<file path="src/pcs_defs.svh">
/*
 * Constants of the socket status and strobe block: timing, pin positions, widths.
 * Assumes the block clock runs at the period given here.
 */
`ifndef PCS_DEFS_SVH
`define PCS_DEFS_SVH
`define PCS_CLK_NS       4
`define PCS_SETUP_NS     30
`define PCS_STROBE_NS    120
`define PCS_HOLD_NS      30
`define PCS_CYC(ns)      (((ns) + `PCS_CLK_NS - 1) / `PCS_CLK_NS)
`define PCS_SETUP_CYC    `PCS_CYC(`PCS_SETUP_NS)
`define PCS_STROBE_CYC   `PCS_CYC(`PCS_STROBE_NS)
`define PCS_HOLD_CYC     `PCS_CYC(`PCS_HOLD_NS)
`define PCS_CNT_W        6
`define PCS_IN_W         6
`define PCS_IN_BAT_A     0
`define PCS_IN_BAT_B     1
`define PCS_IN_PRES1     2
`define PCS_IN_PRES2     3
`define PCS_IN_RDACK     4
`define PCS_IN_AUDIO     5
`define PCS_IN_RESET     6'h3f
`define PCS_STATUS_MASK  6'h0f
`define PCS_BUF_FULL     2'h2
`endif

</file>
<file path="src/pcs_pkg.sv">
/*
 * Types of the socket status and strobe block.
 * Assumes nothing beyond a SystemVerilog tool.
 */
`default_nettype none
package pcs_pkg;
    typedef enum logic [1:0] {PCS_IO_READ, PCS_IO_WRITE, PCS_DMA_TO_HOST, PCS_DMA_TO_CARD} pcs_kind_t;
    typedef enum logic [1:0] {PCS_BAT_GOOD, PCS_BAT_WEAK, PCS_BAT_DEAD} pcs_battery_t;
    typedef enum logic [1:0] {PCS_IDLE, PCS_SETUP, PCS_STROBE, PCS_HOLD} pcs_state_t;
    typedef struct packed {
        pcs_kind_t kind;
        logic      odd;
        logic      wide;
        logic      last;
    } pcs_cmd_t;
endpackage : pcs_pkg
`default_nettype wire

</file>
<file path="src/pcs_socket_status.sv">
/*
 * Socket status decode, speaker mix, byte selects and I/O or DMA strobes.
 * Assumes card pins arrive asynchronously and host requests on CLK.
 */
`timescale 1ns/100ps
`default_nettype none
`include "pcs_defs.svh"
// Operation
// - Battery: both high good, B low with A high weak, A low dead.
// - In I/O mode with ring disabled, a falling status-change input is reported as an event.
// - With ring enabled, a falling ring-indicate input is reported as a ring; the block does so only in I/O mode.
// - Speaker accepted only in I/O mode, mixed with other socket onto audio output.
// - With DMA enabled and not on acknowledge, battery-detect B low is the DMA request.
// - Card inserted when both card-present inputs are low; their state is reported.
// - Even byte select for even bytes, odd byte select for odd bytes.
// - With DMA on acknowledge, read acknowledge low is the DMA request.
// - Host I/O reads assert the read strobe so the card drives data.
// - DMA from card to host asserts the read strobe as DMA write strobe.
// - Host I/O writes drive the write strobe low to latch card data.
// - DMA from host to card asserts the write strobe as DMA strobe.
// - DMA cycles assert the acknowledge select together with the data strobes.
// - Last DMA write to host asserts terminal count with its strobe.
module pcs_socket_status
    import pcs_pkg::*;
(
    // Clock and reset.
    input  wire logic         CLK,
    input  wire logic         RESET_N,
    // Card pins, raw levels.
    input  wire logic         BATTERY_DETECT_A,
    input  wire logic         BATTERY_DETECT_B,
    input  wire logic         CARD_PRESENT_1,
    input  wire logic         CARD_PRESENT_2,
    input  wire logic         IO_READ_ACK_N,
    input  wire logic         AUDIO_OTHER_IN,
    // Socket configuration.
    input  wire logic         IO_MODE,
    input  wire logic         RING_ENABLE,
    input  wire logic         DMA_ENABLE,
    input  wire logic         DMA_REQ_ON_ACK,
    // Host cycle requests.
    input  wire logic         HOST_REQ_VALID,
    output logic              HOST_REQ_READY,
    input  wire pcs_kind_t    HOST_REQ_KIND,
    input  wire logic         HOST_REQ_ODD,
    input  wire logic         HOST_REQ_WIDE,
    input  wire logic         HOST_REQ_LAST,
    output logic              HOST_DONE,
    output logic              HOST_DONE_ACKED,
    // Card strobes, active low.
    output logic              EVEN_BYTE_SELECT_N,
    output logic              ODD_BYTE_SELECT_N,
    output logic              IO_READ_STROBE_N,
    output logic              IO_WRITE_STROBE_N,
    output logic              DMA_ACKNOWLEDGE_N,
    output logic              TERMINAL_COUNT_N,
    // Status toward the system.
    output pcs_battery_t      BATTERY_STATE,
    output logic              CARD_INSERTED,
    output logic [1:0]        CARD_PRESENT_STATE,
    output logic              STATUS_CHANGE,
    output logic              CARD_STATUS_EVENT,
    output logic              RING_EVENT,
    output logic              DMA_REQUEST,
    output logic              AUDIO_MIX_OUT
);

    function automatic logic is_dma(input pcs_kind_t k);
        is_dma = (k == PCS_DMA_TO_HOST) || (k == PCS_DMA_TO_CARD);
    endfunction : is_dma
    function automatic logic is_read(input pcs_kind_t k);
        is_read = (k == PCS_IO_READ) || (k == PCS_DMA_TO_HOST);
    endfunction : is_read
    wire  [`PCS_IN_W-1:0] pins;
    logic [`PCS_IN_W-1:0] sync1;
    logic [`PCS_IN_W-1:0] sync2;
    logic [`PCS_IN_W-1:0] sync3;
    logic [`PCS_IN_W-1:0] stable;
    logic [`PCS_IN_W-1:0] stable_q;
    assign pins[`PCS_IN_BAT_A] = BATTERY_DETECT_A;
    assign pins[`PCS_IN_BAT_B] = BATTERY_DETECT_B;
    assign pins[`PCS_IN_PRES1] = CARD_PRESENT_1;
    assign pins[`PCS_IN_PRES2] = CARD_PRESENT_2;
    assign pins[`PCS_IN_RDACK] = IO_READ_ACK_N;
    assign pins[`PCS_IN_AUDIO] = AUDIO_OTHER_IN;
    // A pin level is taken only once the second and third stages agree.
    wire [`PCS_IN_W-1:0] agree       = ~(sync2 ^ sync3);
    wire [`PCS_IN_W-1:0] next_stable = (stable & ~agree) | (sync3 & agree);
    always_ff @(posedge CLK or negedge RESET_N) begin
        if (!RESET_N) begin
            sync1    <= `PCS_IN_RESET;
            sync2    <= `PCS_IN_RESET;
            sync3    <= `PCS_IN_RESET;
            stable   <= `PCS_IN_RESET;
            stable_q <= `PCS_IN_RESET;
        end else begin
            sync1    <= pins;
            sync2    <= sync1;
            sync3    <= sync2;
            stable   <= next_stable;
            stable_q <= stable;
        end
    end
    wire a_st     = stable[`PCS_IN_BAT_A];
    wire b_st     = stable[`PCS_IN_BAT_B];
    wire p1_st    = stable[`PCS_IN_PRES1];
    wire p2_st    = stable[`PCS_IN_PRES2];
    wire ack_st   = stable[`PCS_IN_RDACK];
    wire audio_st = stable[`PCS_IN_AUDIO];
    wire a_fell   = stable_q[`PCS_IN_BAT_A] & ~a_st;
    wire pcs_battery_t next_battery = !a_st ? PCS_BAT_DEAD :
                                      !b_st ? PCS_BAT_WEAK : PCS_BAT_GOOD;
    wire next_inserted   = !p1_st && !p2_st;
    wire next_change     = |((stable ^ stable_q) & `PCS_STATUS_MASK);
    wire next_card_status_change     = IO_MODE && !RING_ENABLE && a_fell;
    wire next_ring       = IO_MODE && RING_ENABLE && a_fell;
    wire b_is_request    = DMA_ENABLE && !DMA_REQ_ON_ACK;
    wire next_dma_req    = DMA_ENABLE && (DMA_REQ_ON_ACK ? !ack_st : !b_st);
    // The B pin carries speaker only while it is not claimed as DMA request.
    wire speaker         = IO_MODE && !b_is_request && b_st;
    wire next_audio      = speaker ^ audio_st;
    always_ff @(posedge CLK or negedge RESET_N) begin
        if (!RESET_N) begin
            BATTERY_STATE      <= PCS_BAT_GOOD;
            CARD_INSERTED      <= 1'b0;
            CARD_PRESENT_STATE <= 2'h3;
            STATUS_CHANGE      <= 1'b0;
            CARD_STATUS_EVENT  <= 1'b0;
            RING_EVENT         <= 1'b0;
            DMA_REQUEST        <= 1'b0;
            AUDIO_MIX_OUT      <= 1'b0;
        end else begin
            BATTERY_STATE      <= next_battery;
            CARD_INSERTED      <= next_inserted;
            CARD_PRESENT_STATE <= {p2_st, p1_st};
            STATUS_CHANGE      <= next_change;
            CARD_STATUS_EVENT  <= next_card_status_change;
            RING_EVENT         <= next_ring;
            DMA_REQUEST        <= next_dma_req;
            AUDIO_MIX_OUT      <= next_audio;
        end
    end
    // Two-entry request buffer; the strobe engine takes one entry each time it is idle.
    pcs_cmd_t   buf_mem [2];
    logic       wr_ptr;
    logic       rd_ptr;
    logic [1:0] buf_count;
    pcs_state_t state;
    logic [`PCS_CNT_W-1:0] count;
    pcs_cmd_t   cur;
    logic       ack_seen;
    wire pcs_cmd_t cmd_in     = '{HOST_REQ_KIND, HOST_REQ_ODD, HOST_REQ_WIDE, HOST_REQ_LAST};
    wire           push       = HOST_REQ_VALID && HOST_REQ_READY;
    wire           pop        = (state == PCS_IDLE) && (buf_count != 2'h0);
    wire [1:0]     next_count_buf = buf_count + {1'b0, push} - {1'b0, pop};
    always_ff @(posedge CLK) begin
        if (push) begin
            buf_mem[wr_ptr] <= cmd_in;
        end
    end

    always_ff @(posedge CLK or negedge RESET_N) begin
        if (!RESET_N) begin
            wr_ptr         <= 1'b0;
            rd_ptr         <= 1'b0;
            buf_count      <= 2'h0;
            HOST_REQ_READY <= 1'b0;
        end else begin
            wr_ptr         <= wr_ptr ^ push;
            rd_ptr         <= rd_ptr ^ pop;
            buf_count      <= next_count_buf;
            HOST_REQ_READY <= next_count_buf != `PCS_BUF_FULL;
        end
    end

    wire count_zero = count == '0;
    pcs_state_t              next_state;
    logic [`PCS_CNT_W-1:0]   next_count;
    always_comb begin
        next_state = state;
        next_count = count - 1'b1;
        case (state)
            PCS_IDLE: begin
                next_count = `PCS_CNT_W'(`PCS_SETUP_CYC - 1);
                if (pop) begin
                    next_state = PCS_SETUP;
                end
            end
            PCS_SETUP: begin
                if (count_zero) begin
                    next_state = PCS_STROBE;
                    next_count = `PCS_CNT_W'(`PCS_STROBE_CYC - 1);
                end
            end
            PCS_STROBE: begin
                if (count_zero) begin
                    next_state = PCS_HOLD;
                    next_count = `PCS_CNT_W'(`PCS_HOLD_CYC - 1);
                end
            end
            PCS_HOLD: begin
                if (count_zero) begin
                    next_state = PCS_IDLE;
                end
            end
            default: begin
                next_state = PCS_IDLE;
            end
        endcase
    end

    wire pcs_cmd_t sel       = pop ? buf_mem[rd_ptr] : cur;
    wire next_active         = next_state != PCS_IDLE;
    wire next_strobe         = next_state == PCS_STROBE;
    wire next_even_n         = !(next_active && (sel.wide || !sel.odd));
    wire next_odd_n          = !(next_active && (sel.wide || sel.odd));
    wire next_rd_n           = !(next_strobe && is_read(sel.kind));
    wire next_wr_n           = !(next_strobe && !is_read(sel.kind));
    wire next_dma_acknowledge_n         = !(next_active && is_dma(sel.kind));
    wire next_tc_n           = !(next_strobe && sel.kind == PCS_DMA_TO_HOST && sel.last);
    wire finishing           = (state == PCS_HOLD) && count_zero;
    // Acknowledge is only meaningful while a host read strobe is out.
    wire ack_now             = (state == PCS_STROBE) && (cur.kind == PCS_IO_READ) && !ack_st;
    always_ff @(posedge CLK or negedge RESET_N) begin
        if (!RESET_N) begin
            state <= PCS_IDLE;
            count <= '0;
            cur   <= '0;
        end else begin
            state <= next_state;
            count <= next_count;
            cur   <= sel;
        end
    end
    always_ff @(posedge CLK or negedge RESET_N) begin
        if (!RESET_N) begin
            ack_seen           <= 1'b0;
            HOST_DONE          <= 1'b0;
            HOST_DONE_ACKED    <= 1'b0;
            EVEN_BYTE_SELECT_N <= 1'b1;
            ODD_BYTE_SELECT_N  <= 1'b1;
            IO_READ_STROBE_N   <= 1'b1;
            IO_WRITE_STROBE_N  <= 1'b1;
            DMA_ACKNOWLEDGE_N  <= 1'b1;
            TERMINAL_COUNT_N   <= 1'b1;
        end else begin
            ack_seen           <= !pop && (ack_seen || ack_now);
            HOST_DONE          <= finishing;
            HOST_DONE_ACKED    <= finishing && ack_seen;
            EVEN_BYTE_SELECT_N <= next_even_n;
            ODD_BYTE_SELECT_N  <= next_odd_n;
            IO_READ_STROBE_N   <= next_rd_n;
            IO_WRITE_STROBE_N  <= next_wr_n;
            DMA_ACKNOWLEDGE_N  <= next_dma_acknowledge_n;
            TERMINAL_COUNT_N   <= next_tc_n;
        end
    end
endmodule : pcs_socket_status
`default_nettype wire

</file>
<file path="config.mk">
export PLATFORM = sky130hd
export DESIGN_NAME = pcs_socket_status
export DESIGN_NICKNAME = d
export VERILOG_FILES = /design/src/pcs_pkg.sv /design/src/pcs_socket_status.sv
export VERILOG_INCLUDE_DIRS = /design/src
export SDC_FILE = /design/constraint.sdc
export NUM_CORES = 1
export LEC_CHECK = 0
export CORE_ASPECT_RATIO = 1.75
export CORE_UTILIZATION = 55
export CTS_CLUSTER_DIAMETER = 200
export CTS_CLUSTER_SIZE = 10
export DETAILED_ROUTE_END_ITERATION = 16
export DONT_BUFFER_PORTS = 1
export GPL_TIMING_DRIVEN = 0
export PLACE_DENSITY = 0.81
export SYNTH_ARGS = -nofsm -noshare
export SYNTH_HDL_FRONTEND = slang
export SYNTH_SLANG_ARGS = --single-unit
</file>
<file path="constraint.sdc">
create_clock -name CLK -period 2.07 [get_ports CLK]
set_clock_uncertainty 0.15 [all_clocks]
set_input_delay 0 -clock CLK [delete_from_list [all_inputs] [get_ports CLK]]
set_output_delay 0 -clock CLK [all_outputs]
set_load 0.03 [all_outputs]
</file>
Yosys cells after proc, flatten, opt, wreduce, memory -nomap -nowiden
Memory sizes are Yosys's and may differ from the RTL's.
Cells that the tools add are included.
{"block": "op_classes", "eq_ne": 7, "n_mux": 14, "addsub": 3, "n_reduce_logical": 51, "n_bitwise": 12}
{"cell": "1-bit logical AND", "n": 23}
{"cell": "6-bit one-hot mux with 3 select lines", "n": 1}
{"cell": "1-bit logical NOT", "n": 16}
{"cell": "6-bit bitwise AND", "n": 2}
{"cell": "6-bit two-way mux", "n": 2}
{"cell": "6-bit NOT", "n": 2}
{"cell": "2-bit == test, second input constant", "n": 5}
{"cell": "2-bit two-way mux", "n": 5}
{"cell": "2-bit one-hot mux with 4 select lines", "n": 1}
{"cell": "2-bit logical NOT", "n": 3}
{"cell": "6-bit logical NOT", "n": 1}
{"cell": "6-bit bitwise OR", "n": 1}
{"cell": "6-bit by 1-bit subtractor with 6-bit output, second input constant", "n": 1}
{"cell": "6-bit XOR", "n": 1}
{"cell": "1-bit logical OR", "n": 5}
{"cell": "5-bit two-way mux", "n": 1}
{"cell": "1-bit two-way mux", "n": 4}
{"cell": "2-bit nonzero test", "n": 2}
{"cell": "4-bit OR reduction", "n": 1}
{"cell": "4-bit XOR", "n": 1}
{"cell": "1-bit XOR", "n": 3}
{"cell": "2-bit by 1-bit adder with 2-bit output", "n": 1}
{"cell": "2-bit by 1-bit == test with 1-bit output, second input constant", "n": 1}
{"cell": "2-bit != test, second input constant", "n": 1}
{"cell": "3 further kinds", "n": 3}
{"block": "totals", "mem_bits_rw": 10, "output_inout_bits": 19, "memories": 1, "regBits": 65}
{"memory": "buf_mem", "words": 2, "word_bits": 5, "read_ports": 1, "rd_ports_with_merged_regs": 0, "wr": 1, "line": "pcs_socket_status.sv:144", "rtl": "pcs_cmd_t buf_mem [2];"}

Depth between registers and ports, before layout
{"block": "depth", "word_depth": 8, "ltp_mapped": 9}

Worst setup path after synthesis
No wires, ideal clock.
{"block": "synth_path", "path_kind": "reg-to-reg", "start": "reg count[0]", "end": "reg state[0]", "required_ps": 1796, "period_less_slack_ps": 1925, "path_buffers": 1, "setup_time_ps": 124, "t_arrival_ps": 1651, "slack_ps": 145, "stages_incl_launch_ff": 7, "path_cell_list": "dfrtp_1 > inv_1 > ha_1 > or4b_4 > or2_0 > buf_6 > a211o_1"}
{"block": "synth_between", "elab_chain_cells": 3, "elab_cells_between_ends": 5, "cone_classes": "mux (4); reduce/logical (1)"}
{"element": "start: declaration", "line": "pcs_socket_status.sv:149", "rtl": "logic [`PCS_CNT_W-1:0] count;"}
{"element": "start signal: assignment", "line": "pcs_socket_status.sv:231", "rtl": "count <= next_count;"}
{"element": "6-bit logical NOT *", "line": "pcs_socket_status.sv:176", "rtl": "wire count_zero = count == '0;"}
{"element": "2-bit two-way mux (on tied branches)", "line": "pcs_socket_status.sv:202, pcs_socket_status.sv:190, pcs_socket_status.sv:196"}
{"element": "2-bit one-hot mux with 4 select lines *", "line": "pcs_socket_status.sv:182", "rtl": "case (state)"}
{"element": "net next_state[0]", "line": "pcs_socket_status.sv:177", "rtl": "pcs_state_t next_state;"}
{"element": "end signal: assignment", "line": "pcs_socket_status.sv:230", "rtl": "state <= next_state;"}
{"element": "end: declaration", "line": "pcs_socket_status.sv:148", "rtl": "pcs_state_t state;"}
Mark *: on every way through the listed nets, which the timed path passes. The rest lies on a longest branch.

Final worst setup path
{"block": "layout_path", "start": "reg count[0]", "end": "reg TERMINAL_COUNT_N"}
{"block": "layout_between", "elab_chain_cells": 7, "elab_cells_between_ends": 9, "cone_classes": "eq/ne (1); mux (4); reduce/logical (4)"}
{"element": "6-bit logical NOT *", "line": "pcs_socket_status.sv:176"}
{"element": "2-bit two-way mux (on tied branches)", "line": "pcs_socket_status.sv:202, pcs_socket_status.sv:190, pcs_socket_status.sv:196"}
{"element": "2-bit one-hot mux with 4 select lines *", "line": "pcs_socket_status.sv:182"}
{"element": "2-bit == test *", "line": "pcs_socket_status.sv:214", "rtl": "wire next_strobe = next_state == PCS_STROBE;"}
{"element": "1-bit logical AND * (2 in a row)", "line": "pcs_socket_status.sv:220", "rtl": "wire next_tc_n = !(next_strobe && sel.kind == PCS_DMA_TO_HOST && sel.last);"}
{"element": "1-bit logical NOT *", "line": "pcs_socket_status.sv:220"}
{"element": "net next_tc_n", "line": "pcs_socket_status.sv:220"}
{"element": "end signal: assignment", "line": "pcs_socket_status.sv:255", "rtl": "TERMINAL_COUNT_N <= next_tc_n;"}
{"element": "end: declaration", "line": "pcs_socket_status.sv:56", "rtl": "output logic TERMINAL_COUNT_N,"}
Marked as above.

==> flow_metrics.py <==
metrics = {
    "global_routing": {
        "antenna_found_initial": 0,
        "grt_max_degree": 64,
        "grt_pass1_vias": 1507,
        "grt_pass1_wl_um": 6665,
        "grt_overflow": 0,
        "grt_usage_pct": 19.09,
    },
    "logic_synthesis": {
        "synth_xor_area_share_pct": 3.644,
        "synth-edff-count": 10,
        "synth_compound_gate_area_share_pct": 4.496,
        "syn_nets": 203,
        "yosys_most_used_dff": "dfstp_2",
        "muxShareOfSynthArea_pct": 3.265,
        "synth_top_area_share_pct": 33.79,
        "synthTopCellsByCount": "34 x dfstp_2, 29 x dfrtp_1, 10 x edfxtp_1, 10 x inv_1",
        "synth_most_common_cell": "dfstp_2",
        "ys_seq_area_share_pct": 72.60,
        "synth_top_family_by_area": "simple AND/OR/NAND/NOR gates",
        "async_flop_share_pct": 86.30,
        "synth_fa_ha_area_share_pct": 5.584,
        "synth_area_mm2": 0.002644,
        "ys_types": 38,
        "ys_ff_latch": 73,
        "synth_area_leaders": "dfstp_2 34%, dfrtp_1 27%, edfxtp_1 11%, ha_1 3.3%, xnor2_1 3.0%",
        "syn_avg_cell_area_um2": 14.85,
        "yosys_warnings": 0,
        "synth_simple_gate_area_share_pct": 7.383,
        "yosysTopAreaCell": "dfstp_2",
        "syn_inst": 178,
    },
    "status": {
        "status": "finished clean",
    },
    "critical_path": {
        "cp.arrival_ps": 2170,
        "crit_slowest_cell": "or4b_4",
        "r2r_end": "TERMINAL_COUNT_N",
        "ff2ff_path_depth": 7,
        "worst_path_dominant_cell_family": "simple AND/OR/NAND/NOR gates",
        "rrSetupSlack_ps": 0.9,
        "crit_path_end_kind": "register",
        "criticalPathCategory": "reg -> reg",
        "crit_buf_inv": 2,
        "rr_startpoint": "count[0]",
        "cp_data_required_time_ps": 2170,
        "cp_slowest_stage_delay_ps": 480,
        "start_kind": "register",
        "crit_path_cell_trace": "inv_2 > ha_4 > or4b_4 > or2_1 > buf_6 > o22ai_2 > nand4b_1",
        "critPathMaxFanout": 8,
    },
    "routing": {
        "wl_met3_um": 172,
        "avgRoutedWirePerCell_um": 15.66,
        "via_per_inst": 5.311,
        "final_antenna_net_count": 0,
        "routed-wl-met2_um": 2282,
        "vias": 1418,
        "drc": 0,
        "dr.pass1.iters": 4,
        "drt-initial-drc-count": 23,
        "topRoutingLayerUsed": "met4",
        "wl_met1_um": 1606,
        "totalWireLength_um": 4181,
    },
    "power": {
        "finalPower_mw": 4.378,
        "p_per_area_mw_per_mm2": 1361,
        "sequentialPowerShare_pct": 48.9,
        "pwr-share-clk_pct": 29.4,
        "p_int_mw": 3.081,
        "pwr-share-comb_pct": 21.7,
        "power.switching_mw": 1.297,
        "vdd_drop_max_uv": 1232,
        "swShare_pct": 29.62,
        "p_leak_nw": 1.345,
    },
    "final_layout": {
        "nets": 235,
        "layoutNonFillerInstCount": 267,
        "layout-drive-gt1-share_pct": 32.56,
        "fillers": 328,
        "antenna_cells": 0,
        "area_growth_syn_to_layout_pct": 21.68,
    },
    "floorplan": {
        "die_w_um": 54.41,
        "die_area_mm2": 0.005099,
        "io_pins": 37,
        "core_mm2": 0.004666,
        "initial_utilization_pct": 56.66,
        "rows": 33,
        "die_h_um": 93.72,
    },
    "sta": {
        "setup_viol": 0,
        "finalHoldViolations": 0,
        "timing.final.ws_setup_ps": 0.9182,
        "hold_ws_ps": 38.04,
        "min_period_ps": 2069,
        "drv_slew": 0,
        "slew_headroom_pct": 71.94,
        "tightest_slew_ps": 420.9,
        "period_share_pct": 99.96,
        "setup_tns_ps": 0,
        "rsz0062_at_grt": "yes",
        "clock.fmax_mhz": 483.3,
    },
    "clock_tree": {
        "worstSkewPairLatency_ps": 340,
        "cts_max_path_buffers": 2,
        "path_clk_slew_ps": 70,
        "cts-root-buf": "clkbuf_8",
        "clkSinkCount": 73,
        "cts_tree": "built",
        "h-tree-depth": 3,
        "numCtsBuffers": 9,
    },
    "placed_design": {
        "place_ws_ps": -31.53,
        "gp_congestion": 0.7725,
        "dp.cells": 230,
        "io_buffer_count": 0,
        "hpwl_um": 2644,
    },
    "worst_hold_path": {
        "hp-class": "in -> async",
    },
    "job": {
        "maxCapViolCount": 0,
    },
}
==> how the worst max path moves through the flow <==
stage               slack [ps]  cells past startpoint               end    startpoint
finish                     0.9                      7  TERMINAL_COUNT_N      count[0]
global route               -70                      7  TERMINAL_COUNT_N      count[1]
CTS                         10                      9    HOST_REQ_READY  buf_count[1]
detailed placement         -30                      6          count[5]      count[0]
global placement            80                      7  TERMINAL_COUNT_N      count[0]
floorplan                  140                      6          state[0]      count[0]
==> worst register-to-register path: cells and delay by family, from the launching register on <==
kind / cells / cell delay [ps]
DFF: 1 / 410
buffers and inverters: 2 / 230
AOI/OAI and AO/OA: 1 / 200
and+or+nand+nor: 3 / 860
adders and majority gates: 1 / 120
==> final cells by class <==
class,instances,area (µm²),share of cell area (%)
multi-input cells,88,673.1,20.93
repair buffers,21,225.2,7.001
well taps,52,65.06,2.023
plain buffers,7,45.04,1.400
inverters,10,37.54,1.167
flip-flops and latches,73,1919,59.67
clock inverters,2,36.28,1.128
clock buffers,14,215.2,6.690
==> per-stage QoR <==
step           utilization, %  cell area, µm²
2_1_floorplan               -            2644
3_3_place_gp            58.06            2709
3_5_place_dp            58.06            2709
4_1_cts                 68.33            3188
5_1_grt                 68.95            3217
6_report                68.95            3217
==> cell usage in the layout (no fill, tap or decap), drive strengths merged, types with 2 or more instances in the layout <==
cell type,netlist,layout
nor3,4,4
xor2,2,2
a21oi,4,4
ha,7,7
mux2i,3,3
nand2b,3,3
inv,10,11
mux2,5,5
buf,4,6
dlygate4sd3,0,19
o21ai,8,8
xnor2,9,9
dfrtp,29,29
dfstp,34,34
maj3,6,6
edfxtp,10,10
and2,2,2
nand2,9,9
nor3b,2,2
nor2,9,9
clkbuf,3,17
==> power by group through the flow <==
stage               Sequential (mW)  Clock, mW  Combinational [mW]
floorplan                      2.10          0               0.668
global placement               2.13          0               0.747
detailed placement             2.16          0               0.816
CTS                            2.13       1.32               0.897
global route                   2.18       1.38                1.06
finish                         2.14       1.28               0.951
==> repair_timing <==
item                                    4_1_cts  5_1_grt
hold endpoints to repair                     84        0
endpoints found under the setup margin        3        8
hold buffers                                 20        0
pin swaps                                     0        5
buffers inserted                              0        1
resized for setup                             5        9
==> cells by family (layout without fill, tap and decap cells) <==
| family | count (synthesis) | after routing |
|---|---|---|
| XOR/XNOR | 11 | 11 |
| flip-flops | 73 | 73 |
| AND/OR/NAND/NOR | 37 | 37 |
| AO/OA/AOI/OAI | 19 | 19 |
| adder cells (fa/ha/maj) | 13 | 13 |
| buffers and inverters | 17 | 54 |
| multiplexers | 8 | 8 |
==> registers in the layout, indices dropped and copies added, names as in the netlist, 2 cells and up, named ones only <==
name,cells
state,2
BATTERY_STATE,2
sync1,6
sync2,6
count,6
cur,5
sync3,6
CARD_PRESENT_STATE,2
buf_count,2
stable_q,2
buf_mem,10
==> metal layers <==
metal	global-route usage, %	vias up
met5	0	-
met4	11.75	0
met3	7.282	11
met2	29.27	32
met1	21.55	715
li1	-	660
Power figures use the tool's default switching activity.
